$ cat src/rtl/bst_tap_regs.svh
`ifndef BST_TAP_REGS_SVH
`define BST_TAP_REGS_SVH

// Instruction register width and codes
`define BST_IR_W 6
`define BST_IR_EXTEST 6'h00
`define BST_IR_SAMPLE 6'h01
`define BST_IR_CLAMP 6'h02
`define BST_IR_HIGHZ 6'h05
`define BST_IR_IDCODE 6'h20
`define BST_IR_USERCODE 6'h21
`define BST_IR_BYPASS 6'h3F
// Fixed pattern loaded by capture of the IR shift stage
`define BST_IR_CAPTURE 6'h01

// Identification word layout
`define BST_ID_W 32
`define BST_ID_VER_LSB 28
`define BST_ID_MID_LSB 12
`define BST_ID_MFR_LSB 1
`define BST_ID_MARK 1'h1

// Boundary register length
`define BST_BSR_LEN 139

`endif

$ cat src/rtl/bst_pkg.sv
package bst_pkg;

  // Sixteen controller states with their customary codes
  typedef enum logic [3:0]
  {
    ST_EX2_DR = 4'h0,
    ST_EX1_DR = 4'h1,
    ST_SH_DR = 4'h2,
    ST_PS_DR = 4'h3,
    ST_SEL_IR = 4'h4,
    ST_UPD_DR = 4'h5,
    ST_CAP_DR = 4'h6,
    ST_SEL_DR = 4'h7,
    ST_EX2_IR = 4'h8,
    ST_EX1_IR = 4'h9,
    ST_SH_IR = 4'hA,
    ST_PS_IR = 4'hB,
    ST_IDLE = 4'hC,
    ST_UPD_IR = 4'hD,
    ST_CAP_IR = 4'hE,
    ST_RESET = 4'hF
  } bst_state_t;

endpackage : bst_pkg

$ cat src/rtl/bst_scan_chain.sv
`timescale 1ns/1ps

// Boundary cell chain: capture, shift and update stages
module bst_scan_chain
#(
  parameter int LEN = 139
)
(
  input logic sys_clk,
  input logic rst_n,
  input logic capture,
  input logic shift,
  input logic update,
  input logic serialIn,
  input logic [LEN-1:0] parIn,
  output logic serialOut,
  output logic [LEN-1:0] parOut
);

  // Shift stage, cell 0 sits next to the serial output
  logic [LEN-1:0] shift_reg;
  // Update stage, holds values while shifting goes on
  logic [LEN-1:0] upd_reg;

  //////////////////////////////////////////////////////////////
  // Capture wins over shift; both come from distinct states
  always_ff @(posedge sys_clk)
  begin
    if (!rst_n)
      shift_reg <= '0;
    else if (capture)
      shift_reg <= parIn;
    else if (shift)
      shift_reg <= {serialIn, shift_reg[LEN-1:1]};
  end

  // Update only on request, so pins never see shifting bits
  always_ff @(posedge sys_clk)
  begin
    if (!rst_n)
      upd_reg <= '0;
    else if (update)
      upd_reg <= shift_reg;
  end

  assign serialOut = shift_reg[0];
  assign parOut = upd_reg;

endmodule : bst_scan_chain

$ cat src/rtl/bst_tap_top.sv
`timescale 1ns/1ps
`include "bst_tap_regs.svh"

// Summary of operation
// - Mode, clock, data pins plus test reset
// - Identification register selected after reset
// - Update loads new code, else identification
// - Unassigned codes behave as bypass
// - External test, sample use boundary chain
// - Identification and user code: 32-bit path
// - High-impedance and all-ones select bypass
// - Bypass is one shift stage
// - Clamp holds pins from boundary cells
// - External test drives pins from cells
// - High-impedance releases every output pin
// - Sample captures pins without disturbing them
// - Identification word fields: version, family, maker
// - User word carries part number instead
// - Every pin observed, outputs also drivable
// - Bidirectional pins own three cells
module bst_tap_top
#(
  // Pin counts; in + out + 3 * bidir gives the chain length
  parameter int NUM_IN = 40,
  parameter int NUM_OUT = 30,
  parameter int NUM_BI = 23,
  // Identity fields; all values arbitrary
  parameter logic [3:0] ID_VERSION = 4'h1,
  parameter logic [15:0] ID_FAMILY = 16'h1234,
  parameter logic [15:0] ID_PART = 16'h1235,
  parameter logic [10:0] ID_MAKER = 11'h055
)
(
  input logic sys_clk,
  input logic rst_n,
  input logic tck,
  input logic tms,
  input logic tdi,
  input logic trst_n,
  output logic tdo,
  output logic tdoOe,
  input logic [NUM_IN-1:0] padIn,
  output logic [NUM_IN-1:0] coreIn,
  input logic [NUM_OUT-1:0] coreOut,
  output logic [NUM_OUT-1:0] padOut,
  output logic [NUM_OUT-1:0] padOutOe,
  input logic [NUM_BI-1:0] padBiIn,
  output logic [NUM_BI-1:0] coreBiIn,
  input logic [NUM_BI-1:0] coreBiOut,
  input logic [NUM_BI-1:0] coreBiOe,
  output logic [NUM_BI-1:0] padBiOut,
  output logic [NUM_BI-1:0] padBiOe
);

  // Chain layout, inputs at the low end
  localparam int BSR_LEN = NUM_IN + NUM_OUT + 3 * NUM_BI;
  localparam int OUT_OFF = NUM_IN;
  localparam int BIN_OFF = NUM_IN + NUM_OUT;
  localparam int BOUT_OFF = BIN_OFF + NUM_BI;
  localparam int BEN_OFF = BOUT_OFF + NUM_BI;

  //////////////////////////////////////////////////////////////
  // Functions

  // Next controller state from the mode-select level
  function automatic bst_pkg::bst_state_t nextState(
    input bst_pkg::bst_state_t s,
    input logic m
  );
    bst_pkg::bst_state_t n;
    n = bst_pkg::ST_RESET;
    case (s)
      bst_pkg::ST_RESET: n = m ? bst_pkg::ST_RESET : bst_pkg::ST_IDLE;
      bst_pkg::ST_IDLE: n = m ? bst_pkg::ST_SEL_DR : bst_pkg::ST_IDLE;
      bst_pkg::ST_SEL_DR: n = m ? bst_pkg::ST_SEL_IR : bst_pkg::ST_CAP_DR;
      bst_pkg::ST_CAP_DR: n = m ? bst_pkg::ST_EX1_DR : bst_pkg::ST_SH_DR;
      bst_pkg::ST_SH_DR: n = m ? bst_pkg::ST_EX1_DR : bst_pkg::ST_SH_DR;
      bst_pkg::ST_EX1_DR: n = m ? bst_pkg::ST_UPD_DR : bst_pkg::ST_PS_DR;
      bst_pkg::ST_PS_DR: n = m ? bst_pkg::ST_EX2_DR : bst_pkg::ST_PS_DR;
      bst_pkg::ST_EX2_DR: n = m ? bst_pkg::ST_UPD_DR : bst_pkg::ST_SH_DR;
      bst_pkg::ST_UPD_DR: n = m ? bst_pkg::ST_SEL_DR : bst_pkg::ST_IDLE;
      bst_pkg::ST_SEL_IR: n = m ? bst_pkg::ST_RESET : bst_pkg::ST_CAP_IR;
      bst_pkg::ST_CAP_IR: n = m ? bst_pkg::ST_EX1_IR : bst_pkg::ST_SH_IR;
      bst_pkg::ST_SH_IR: n = m ? bst_pkg::ST_EX1_IR : bst_pkg::ST_SH_IR;
      bst_pkg::ST_EX1_IR: n = m ? bst_pkg::ST_UPD_IR : bst_pkg::ST_PS_IR;
      bst_pkg::ST_PS_IR: n = m ? bst_pkg::ST_EX2_IR : bst_pkg::ST_PS_IR;
      bst_pkg::ST_EX2_IR: n = m ? bst_pkg::ST_UPD_IR : bst_pkg::ST_SH_IR;
      bst_pkg::ST_UPD_IR: n = m ? bst_pkg::ST_SEL_DR : bst_pkg::ST_IDLE;
      default: n = bst_pkg::ST_RESET;
    endcase
    return n;
  endfunction : nextState

  // Build an identity word; bit 0 is the fixed marker
  function automatic logic [`BST_ID_W-1:0] idWord(
    input logic [15:0] mid
  );
    logic [`BST_ID_W-1:0] w;
    w = '0;
    w[`BST_ID_W-1:`BST_ID_VER_LSB] = ID_VERSION;
    w[`BST_ID_VER_LSB-1:`BST_ID_MID_LSB] = mid;
    w[`BST_ID_MID_LSB-1:`BST_ID_MFR_LSB] = ID_MAKER;
    w[0] = `BST_ID_MARK;
    return w;
  endfunction : idWord

  //////////////////////////////////////////////////////////////
  // Pin synchronisers

  // Test pins, two flops each before use
  logic tckS1, tckS2, tckD;
  logic tmsS1, tmsS2;
  logic tdiS1, tdiS2;
  logic trstS1, trstS2;
  // Pad inputs, same treatment
  logic [NUM_IN-1:0] padInS1, padInS2;
  logic [NUM_BI-1:0] padBiS1, padBiS2;

  // Second stages are the only readers of the first
  always_ff @(posedge sys_clk)
  begin
    if (!rst_n)
    begin
      {tckS1, tckS2, tckD} <= 3'h0;
      {tmsS1, tmsS2, tdiS1, tdiS2} <= 4'h0;
      {trstS1, trstS2} <= 2'h0;
    end
    else
    begin
      {tckS1, tckS2, tckD} <= {tck, tckS1, tckS2};
      {tmsS1, tmsS2} <= {tms, tmsS1};
      {tdiS1, tdiS2} <= {tdi, tdiS1};
      {trstS1, trstS2} <= {trst_n, trstS1};
    end
  end

  // Pad sampling for observation and core delivery
  always_ff @(posedge sys_clk)
  begin
    padInS1 <= padIn;
    padInS2 <= padInS1;
    padBiS1 <= padBiIn;
    padBiS2 <= padBiS1;
  end

  // Test clock edges, found from the synchronised level
  wire tckRise = tckS2 & ~tckD;
  wire tckFall = ~tckS2 & tckD;

  //////////////////////////////////////////////////////////////
  // Controller

  // Current state
  bst_pkg::bst_state_t state_reg;
  // State after the next rising test clock
  bst_pkg::bst_state_t state_next;

  assign state_next = nextState(state_reg, tmsS2);

  // Test reset acts alone
  // Needs no test clock; the system clock only samples it
  // Advance on rise
  always_ff @(posedge sys_clk)
  begin
    if (!rst_n || !trstS2)
      state_reg <= bst_pkg::ST_RESET;
    else if (tckRise)
      state_reg <= state_next;
  end

  // Reset level, plus single-cycle actions each on a rising test clock
  wire inReset = (state_reg == bst_pkg::ST_RESET);
  wire capDr = tckRise && (state_reg == bst_pkg::ST_CAP_DR);
  wire shDr = tckRise && (state_reg == bst_pkg::ST_SH_DR);
  wire updDr = tckRise && (state_reg == bst_pkg::ST_UPD_DR);
  wire capIr = tckRise && (state_reg == bst_pkg::ST_CAP_IR);
  wire shIr = tckRise && (state_reg == bst_pkg::ST_SH_IR);
  wire updIr = tckRise && (state_reg == bst_pkg::ST_UPD_IR);

  //////////////////////////////////////////////////////////////
  // Instruction register

  // Shift stage, bit 0 leaves first
  logic [`BST_IR_W-1:0] irShift_reg;
  // Active instruction
  logic [`BST_IR_W-1:0] ir_reg;
  // Set once a bit has been shifted since capture
  logic irNew_reg;

  // Shift stage and its freshness flag
  always_ff @(posedge sys_clk)
  begin
    if (!rst_n || inReset)
    begin
      irShift_reg <= `BST_IR_CAPTURE;
      irNew_reg <= 1'b0;
    end
    else if (capIr)
    begin
      irShift_reg <= `BST_IR_CAPTURE;
      irNew_reg <= 1'b0;
    end
    else if (shIr)
    begin
      irShift_reg <= {tdiS2, irShift_reg[`BST_IR_W-1:1]};
      irNew_reg <= 1'b1;
    end
  end

  // Update or default
  // Stale shift contents never reach the active code
  always_ff @(posedge sys_clk)
  begin
    if (!rst_n || inReset)
      ir_reg <= `BST_IR_IDCODE;
    else if (updIr)
      ir_reg <= irNew_reg ? irShift_reg : `BST_IR_IDCODE;
  end

  wire isExtest = (ir_reg == `BST_IR_EXTEST);
  wire isSample = (ir_reg == `BST_IR_SAMPLE);
  wire isIdcode = (ir_reg == `BST_IR_IDCODE);
  wire isUser = (ir_reg == `BST_IR_USERCODE);
  wire isHighz = (ir_reg == `BST_IR_HIGHZ);
  wire isClamp = (ir_reg == `BST_IR_CLAMP);

  // Everything else bypasses
  // Path choice: chain, identity word, or bypass bit
  wire selBsr = isExtest | isSample;
  wire selId = isIdcode | isUser;

  //////////////////////////////////////////////////////////////
  // Data registers

  // Identity shift word
  logic [`BST_ID_W-1:0] idShift_reg;
  // Bypass stage
  logic byp_reg;

  wire [`BST_ID_W-1:0] idNext = isUser ? idWord(ID_PART) : idWord(ID_FAMILY);

  // Identity word capture and shift
  always_ff @(posedge sys_clk)
  begin
    if (!rst_n)
      idShift_reg <= '0;
    else if (capDr && selId)
      idShift_reg <= idNext;
    else if (shDr && selId)
      idShift_reg <= {tdiS2, idShift_reg[`BST_ID_W-1:1]};
  end

  // One-stage bypass
  // Captures zero, as bypass always does
  always_ff @(posedge sys_clk)
  begin
    if (!rst_n)
      byp_reg <= 1'b0;
    else if (capDr)
      byp_reg <= 1'b0;
    else if (shDr)
      byp_reg <= tdiS2;
  end

  //////////////////////////////////////////////////////////////
  // Boundary chain

  // Parallel values seen by capture and held by update
  logic [BSR_LEN-1:0] bsrCap;
  logic [BSR_LEN-1:0] bsrUpd;
  logic bsrOut;

  assign bsrCap = {coreBiOe, coreBiOut, padBiS2, coreOut, padInS2};

  // Chain only moves when its instruction is active
  bst_scan_chain #(
    .LEN(BSR_LEN)
  ) u_chain (
    .sys_clk(sys_clk),
    .rst_n(rst_n),
    .capture(capDr && selBsr),
    .shift(shDr && selBsr),
    .update(updDr && selBsr),
    .serialIn(tdiS2),
    .parIn(bsrCap),
    .serialOut(bsrOut),
    .parOut(bsrUpd)
  );

  //////////////////////////////////////////////////////////////
  // Pin drive

  // Clamp holds update
  // Update stage is frozen under clamp: only chain updates load it
  wire testDrive = isExtest | isClamp;
  // Sample leaves the functional path alone
  wire [NUM_OUT-1:0] outNext = testDrive ? bsrUpd[OUT_OFF +: NUM_OUT] : coreOut;
  wire [NUM_BI-1:0] biNext = testDrive ? bsrUpd[BOUT_OFF +: NUM_BI] : coreBiOut;
  wire [NUM_BI-1:0] biEnSel = testDrive ? bsrUpd[BEN_OFF +: NUM_BI] : coreBiOe;
  wire [NUM_OUT-1:0] outEnNext = isHighz ? '0 : '1;
  wire [NUM_BI-1:0] biEnNext = isHighz ? '0 : biEnSel;

  // Registered pads; costs one system clock of latency
  always_ff @(posedge sys_clk)
  begin
    if (!rst_n)
    begin
      padOut <= '0;
      padOutOe <= '0;
      padBiOut <= '0;
      padBiOe <= '0;
    end
    else
    begin
      padOut <= outNext;
      padOutOe <= outEnNext;
      padBiOut <= biNext;
      padBiOe <= biEnNext;
    end
  end

  // Core always sees the real pads, even during test
  always_ff @(posedge sys_clk)
  begin
    if (!rst_n)
    begin
      coreIn <= '0;
      coreBiIn <= '0;
    end
    else
    begin
      coreIn <= padInS2;
      coreBiIn <= padBiS2;
    end
  end

  //////////////////////////////////////////////////////////////
  // Serial output

  // Bit presented while shifting data
  wire drBit = selBsr ? bsrOut : (selId ? idShift_reg[0] : byp_reg);
  wire shiftingDr = (state_reg == bst_pkg::ST_SH_DR);
  wire shiftingIr = (state_reg == bst_pkg::ST_SH_IR);

  // Falling edge output
  // Changing on the fall gives the tester half a period of setup
  always_ff @(posedge sys_clk)
  begin
    if (!rst_n || !trstS2)
    begin
      tdo <= 1'b0;
      tdoOe <= 1'b0;
    end
    else if (tckFall)
    begin
      tdo <= shiftingIr ? irShift_reg[0] : drBit;
      tdoOe <= shiftingDr | shiftingIr;
    end
  end

endmodule : bst_tap_top

$ cat config.mk
export PLATFORM = sky130hd
export DESIGN_NAME = bst_tap_top
export DESIGN_NICKNAME = d
export VERILOG_FILES = /design/src/rtl/bst_pkg.sv /design/src/rtl/bst_scan_chain.sv /design/src/rtl/bst_tap_top.sv
export VERILOG_INCLUDE_DIRS = /design/src /design/src/rtl
export SDC_FILE = /design/constraint.sdc
export NUM_CORES = 1
export LEC_CHECK = 0
export BUFFER_PORTS_ARGS = -buffer_cell sky130_fd_sc_hd__clkbuf_2
export CAP_MARGIN = 30
export CELL_PAD_IN_SITES_DETAIL_PLACEMENT = 0
export CELL_PAD_IN_SITES_GLOBAL_PLACEMENT = 1
export CORE_MARGIN = 2
export CORE_UTILIZATION = 46
export CTS_CLUSTER_DIAMETER = 80
export DETAILED_ROUTE_END_ITERATION = 10
export GPL_ROUTABILITY_DRIVEN = 0
export PLACE_DENSITY = 0.87
export RECOVER_POWER = 25
export SYNTH_ARGS = -nofsm -noshare
export SYNTH_HDL_FRONTEND = slang
export SYNTH_SLANG_ARGS = --single-unit
$ cat constraint.sdc
create_clock -name sys_clk -period 6.06 [get_ports sys_clk]
set_input_delay 0.606 -clock sys_clk [delete_from_list [all_inputs] [get_ports sys_clk]]
set_output_delay 0.606 -clock sys_clk [all_outputs]
set_load 0.1 [all_outputs]
==> flow_metrics.env <==
export IMPL_ys_warn_count=0
export IMPL_p_clk_frac=0.430
export IMPL_wire_per_inst_um=14.77
export IMPL_min_path_cells=1
export IMPL_cts_setup_buffers=0
export IMPL_tightest_slew_ns=2.931
export IMPL_required_ns=6.49
export IMPL_crit_chain="nor4bb_1, nand4_1, buf_4, buf_4, buf_16, nand3_1, o21ai_0"
export IMPL_core_region_area_um2=39640
export IMPL_ir_drop_mv=0.2727
export IMPL_violations="max-capacitance violations, max-slew violations"
export IMPL_n_antenna_cell=0
export IMPL_setup_viol=0
export IMPL_detail_route_wirelength_mm=38.66
export IMPL_fin_skew_ns=0.01023
export IMPL_fill_cells=3574
export IMPL_drive_gt1_frac=0.2422
export IMPL_grt_usage=0.1823
export IMPL_area_growth_pct=18.42
export IMPL_worst_ep_arrival_time_ns=4.74
export IMPL_htree_levels=2
export IMPL_slew_headroom=-0.9570
export IMPL_clk_latency_ns=0.58
export IMPL_finalCritPeriodShare=0.7107
export IMPL_cts_tree="built"
export IMPL_max_cap_viol_count=1
export IMPL_power_share_switching=0.2525
export IMPL_antenna_found_initial=0
export IMPL_largest_register_ffs=139
export IMPL_vias_per_cell=5.005
export IMPL_status="complete, but fails checks"
export IMPL_overflow=0
export IMPL_dpl_hpwl_mm=23.89
export IMPL_dr_total_vias=13100
export IMPL_fin_crit_ns=4.307
export IMPL_stdcell_area_um2=21830
export IMPL_hold_violations=0
export IMPL_critPathMaxStageDelay_ns=2.31
export IMPL_seq_power_share=0.481
export IMPL_postCtsResizedCells=0
export IMPL_endpoint_kind="flop"
export IMPL_power_density_nw_per_um2=352.6
export IMPL_crit_cells=7
export IMPL_multi_input_area_um2=6763
export IMPL_hp_class="input pin to flop"
export IMPL_clkSlewWorstSetupHoldPaths_ns=0.06
export IMPL_num_rows=73
export IMPL_drc=0
export IMPL_p_leak_nw=10.06
export IMPL_drt_iter0_drc=680
export IMPL_intPower_mw=5.755
export IMPL_seq_area_um2=10850
export IMPL_criticalPathCategory="flop to flop"
export IMPL_die_x_um=204.2
export IMPL_syn_inst=1842
export IMPL_rsz0062_at_grt="no"
export IMPL_path_buf_inv=3
export IMPL_grt_pass1_wl_mm=62.72
export IMPL_syn_num_nets=1987
export IMPL_met3_usage=0.04002
export IMPL_worstRegToRegCells=7
export IMPL_synth_top_area_share=0.5885
export IMPL_ctsHoldBuffers=0
export IMPL_cp_start_kind="flop"
export IMPL_netlist_top_cells_area="dfxtp_1 59%, nand2_1 6.8%, nand3_1 4.6%"
export IMPL_finalSetupTns_ns=0
export IMPL_final_nets=2196
export IMPL_die_height_um=204.2
export IMPL_final_core_util=0.5508
export IMPL_root_buffer="clkbuf_16"
export IMPL_use_met2=0.2955
export IMPL_synth_cell_types=39
export IMPL_grt_busiest_layer="met2"
export IMPL_grt_util_met1=0.2436
export IMPL_dieArea_um2=41700
export IMPL_yosysSeqAreaShare=0.5885
export IMPL_synthesis_area_um2=18440
export IMPL_first_global_vias=12620
export IMPL_numCtsBuffers=53
export IMPL_ios=316
export IMPL_max_freq_mhz=232.2
export IMPL_synth_ff_latch_count=542
export IMPL_start_util=0.4651
export IMPL_cts_sinks=542
export IMPL_comb_power_share=0.089
export IMPL_cp_max_fo=110
export IMPL_crit_family="flip-flops"
export IMPL_placed_cell_area_um2=20000
export IMPL_firstDrtPassIters=7
export IMPL_crit_path_top_delay_cell="dfxtp_1"
export IMPL_p_sw_mw=1.944
export IMPL_clockBufferDepth=3
export IMPL_slew_viol_final=56
export IMPL_syn_mean_instance_area_um2=10.01
export IMPL_portBuffers=315
export IMPL_ant_nets=0
export IMPL_yosysTopAreaCell="dfxtp_1"
export IMPL_grt_max_degree=144
export IMPL_path_common_cell="buf_4"
-- power by group through the flow --
stage | Sequential, mW | Clock [mW] | Combinational (mW)
final | 3.70 | 3.31 | 0.688
after global routing | 3.71 | 3.55 | 0.718
after CTS | 3.70 | 3.40 | 0.692
after detailed placement | 3.78 | 0 | 0.689
after global placement | 3.78 | 0 | 0.684
after floorplan | 4.13 | 0 | 0.207
-- cell usage after synthesis --
library cell / instances
buf_4: 30
o21ai_1: 13
o211ai_1: 1
o21ai_0: 164
nor4_1: 2
nor4bb_1: 3
and4b_1: 1
and2_1: 72
a21o_1: 1
buf_2: 29
mux2i_1: 68
o21bai_1: 1
nand4b_1: 19
o2111ai_1: 1
nand3_1: 169
or2_2: 2
a21oi_1: 37
mux2_2: 75
o211a_1: 64
a311oi_1: 1
nor3_1: 2
a221oi_1: 1
nand4bb_1: 1
inv_1: 3
o221a_2: 11
nand2_1: 332
nand4_1: 3
a21boi_0: 53
nor2b_1: 4
dfxtp_1: 542
nor4b_4: 1
buf_1: 14
nand2b_1: 3
and3_1: 1
a31oi_1: 1
clkbuf_1: 106
nor2_1: 9
a211o_1: 1
or4_4: 1
-- layout make-up --
| type | instances | area share |
|---|---|---|
| Clock inverter | 26 | 0.01404 |
| Clock buffer | 71 | 0.06751 |
| Sequential cell | 542 | 0.4970 |
| Inverter | 3 | 0.0005158 |
| Tap cell | 525 | 0.03009 |
| Multi-Input combinational cell | 1118 | 0.3097 |
| Timing Repair Buffer | 333 | 0.08115 |
-- final timing paths --
| check | from | endpoint | slack [ns] |
|---|---|---|---|
| max | state_reg[2] | u_chain.parOut[55] | 1.75 |
| min | padBiIn[13] | padBiS1[13] | 0.12 |
| max reg2reg | state_reg[2] | u_chain.parOut[55] | 1.75 |
| min reg2reg | padBiS1[12] | padBiS2[12] | 0.32 |
-- cells by family (layout without fill, tap and decap cells) --
group | Yosys count | count (layout) | synth area share
AND/OR/NAND/NOR | 625 | 625 | 0.1591
buffers and inverters | 182 | 433 | 0.04513
flip-flops | 542 | 542 | 0.5885
AO/OA/AOI/OAI | 350 | 350 | 0.1246
multiplexers | 143 | 143 | 0.08272
-- worst reg2reg max path, cell delays in order, from the launching register on --
cell	delay [ns]
dfxtp_1	2.31
nor4bb_1	0.68
nand4_1	0.15
buf_4	0.29
buf_4	0.22
buf_16	0.24
nand3_1	0.14
o21ai_0	0.12
-- through the flow --
stage / setup WS, ns / power [mW] / hold slack, ns / cells
after floorplan: 3.595 / 4.333 / 0.3096 / 1842
after global placement: 3.016 / 4.460 / 0.3099 / 2517
after detailed placement: 2.886 / 4.467 / 0.3121 / 2518
after CTS: 2.837 / 7.795 / 0.08262 / 2615
after global routing: 1.380 / 7.972 / 0.09041 / 2618
final: 1.753 / 7.699 / 0.1190 / 2618
-- placed cells by master (no fill, tap or decap), types with 4 or more instances in the layout --
cell type / n
a21boi_0: 53
a21oi_1: 37
and2_0: 18
and2_1: 54
buf_4: 13
bufinv_16: 6
clkbuf_1: 14
clkbuf_16: 53
clkbuf_2: 312
clkbuf_8: 8
clkinv_2: 11
clkinvlp_4: 4
dfxtp_1: 542
mux2_2: 75
mux2i_1: 68
nand2_1: 332
nand3_1: 169
nand4b_1: 19
nor2_1: 8
nor2b_1: 4
o211a_1: 64
o21ai_0: 164
o21ai_1: 13
o221a_2: 11
-- routing by layer --
layer,vias to the layer above,part of all wire
met2,323,0.45
met1,6045,0.47
met3,52,0.061
li1,6683,-
met5,-,0
met4,0,0.017
Power figures use the tool's default switching activity.
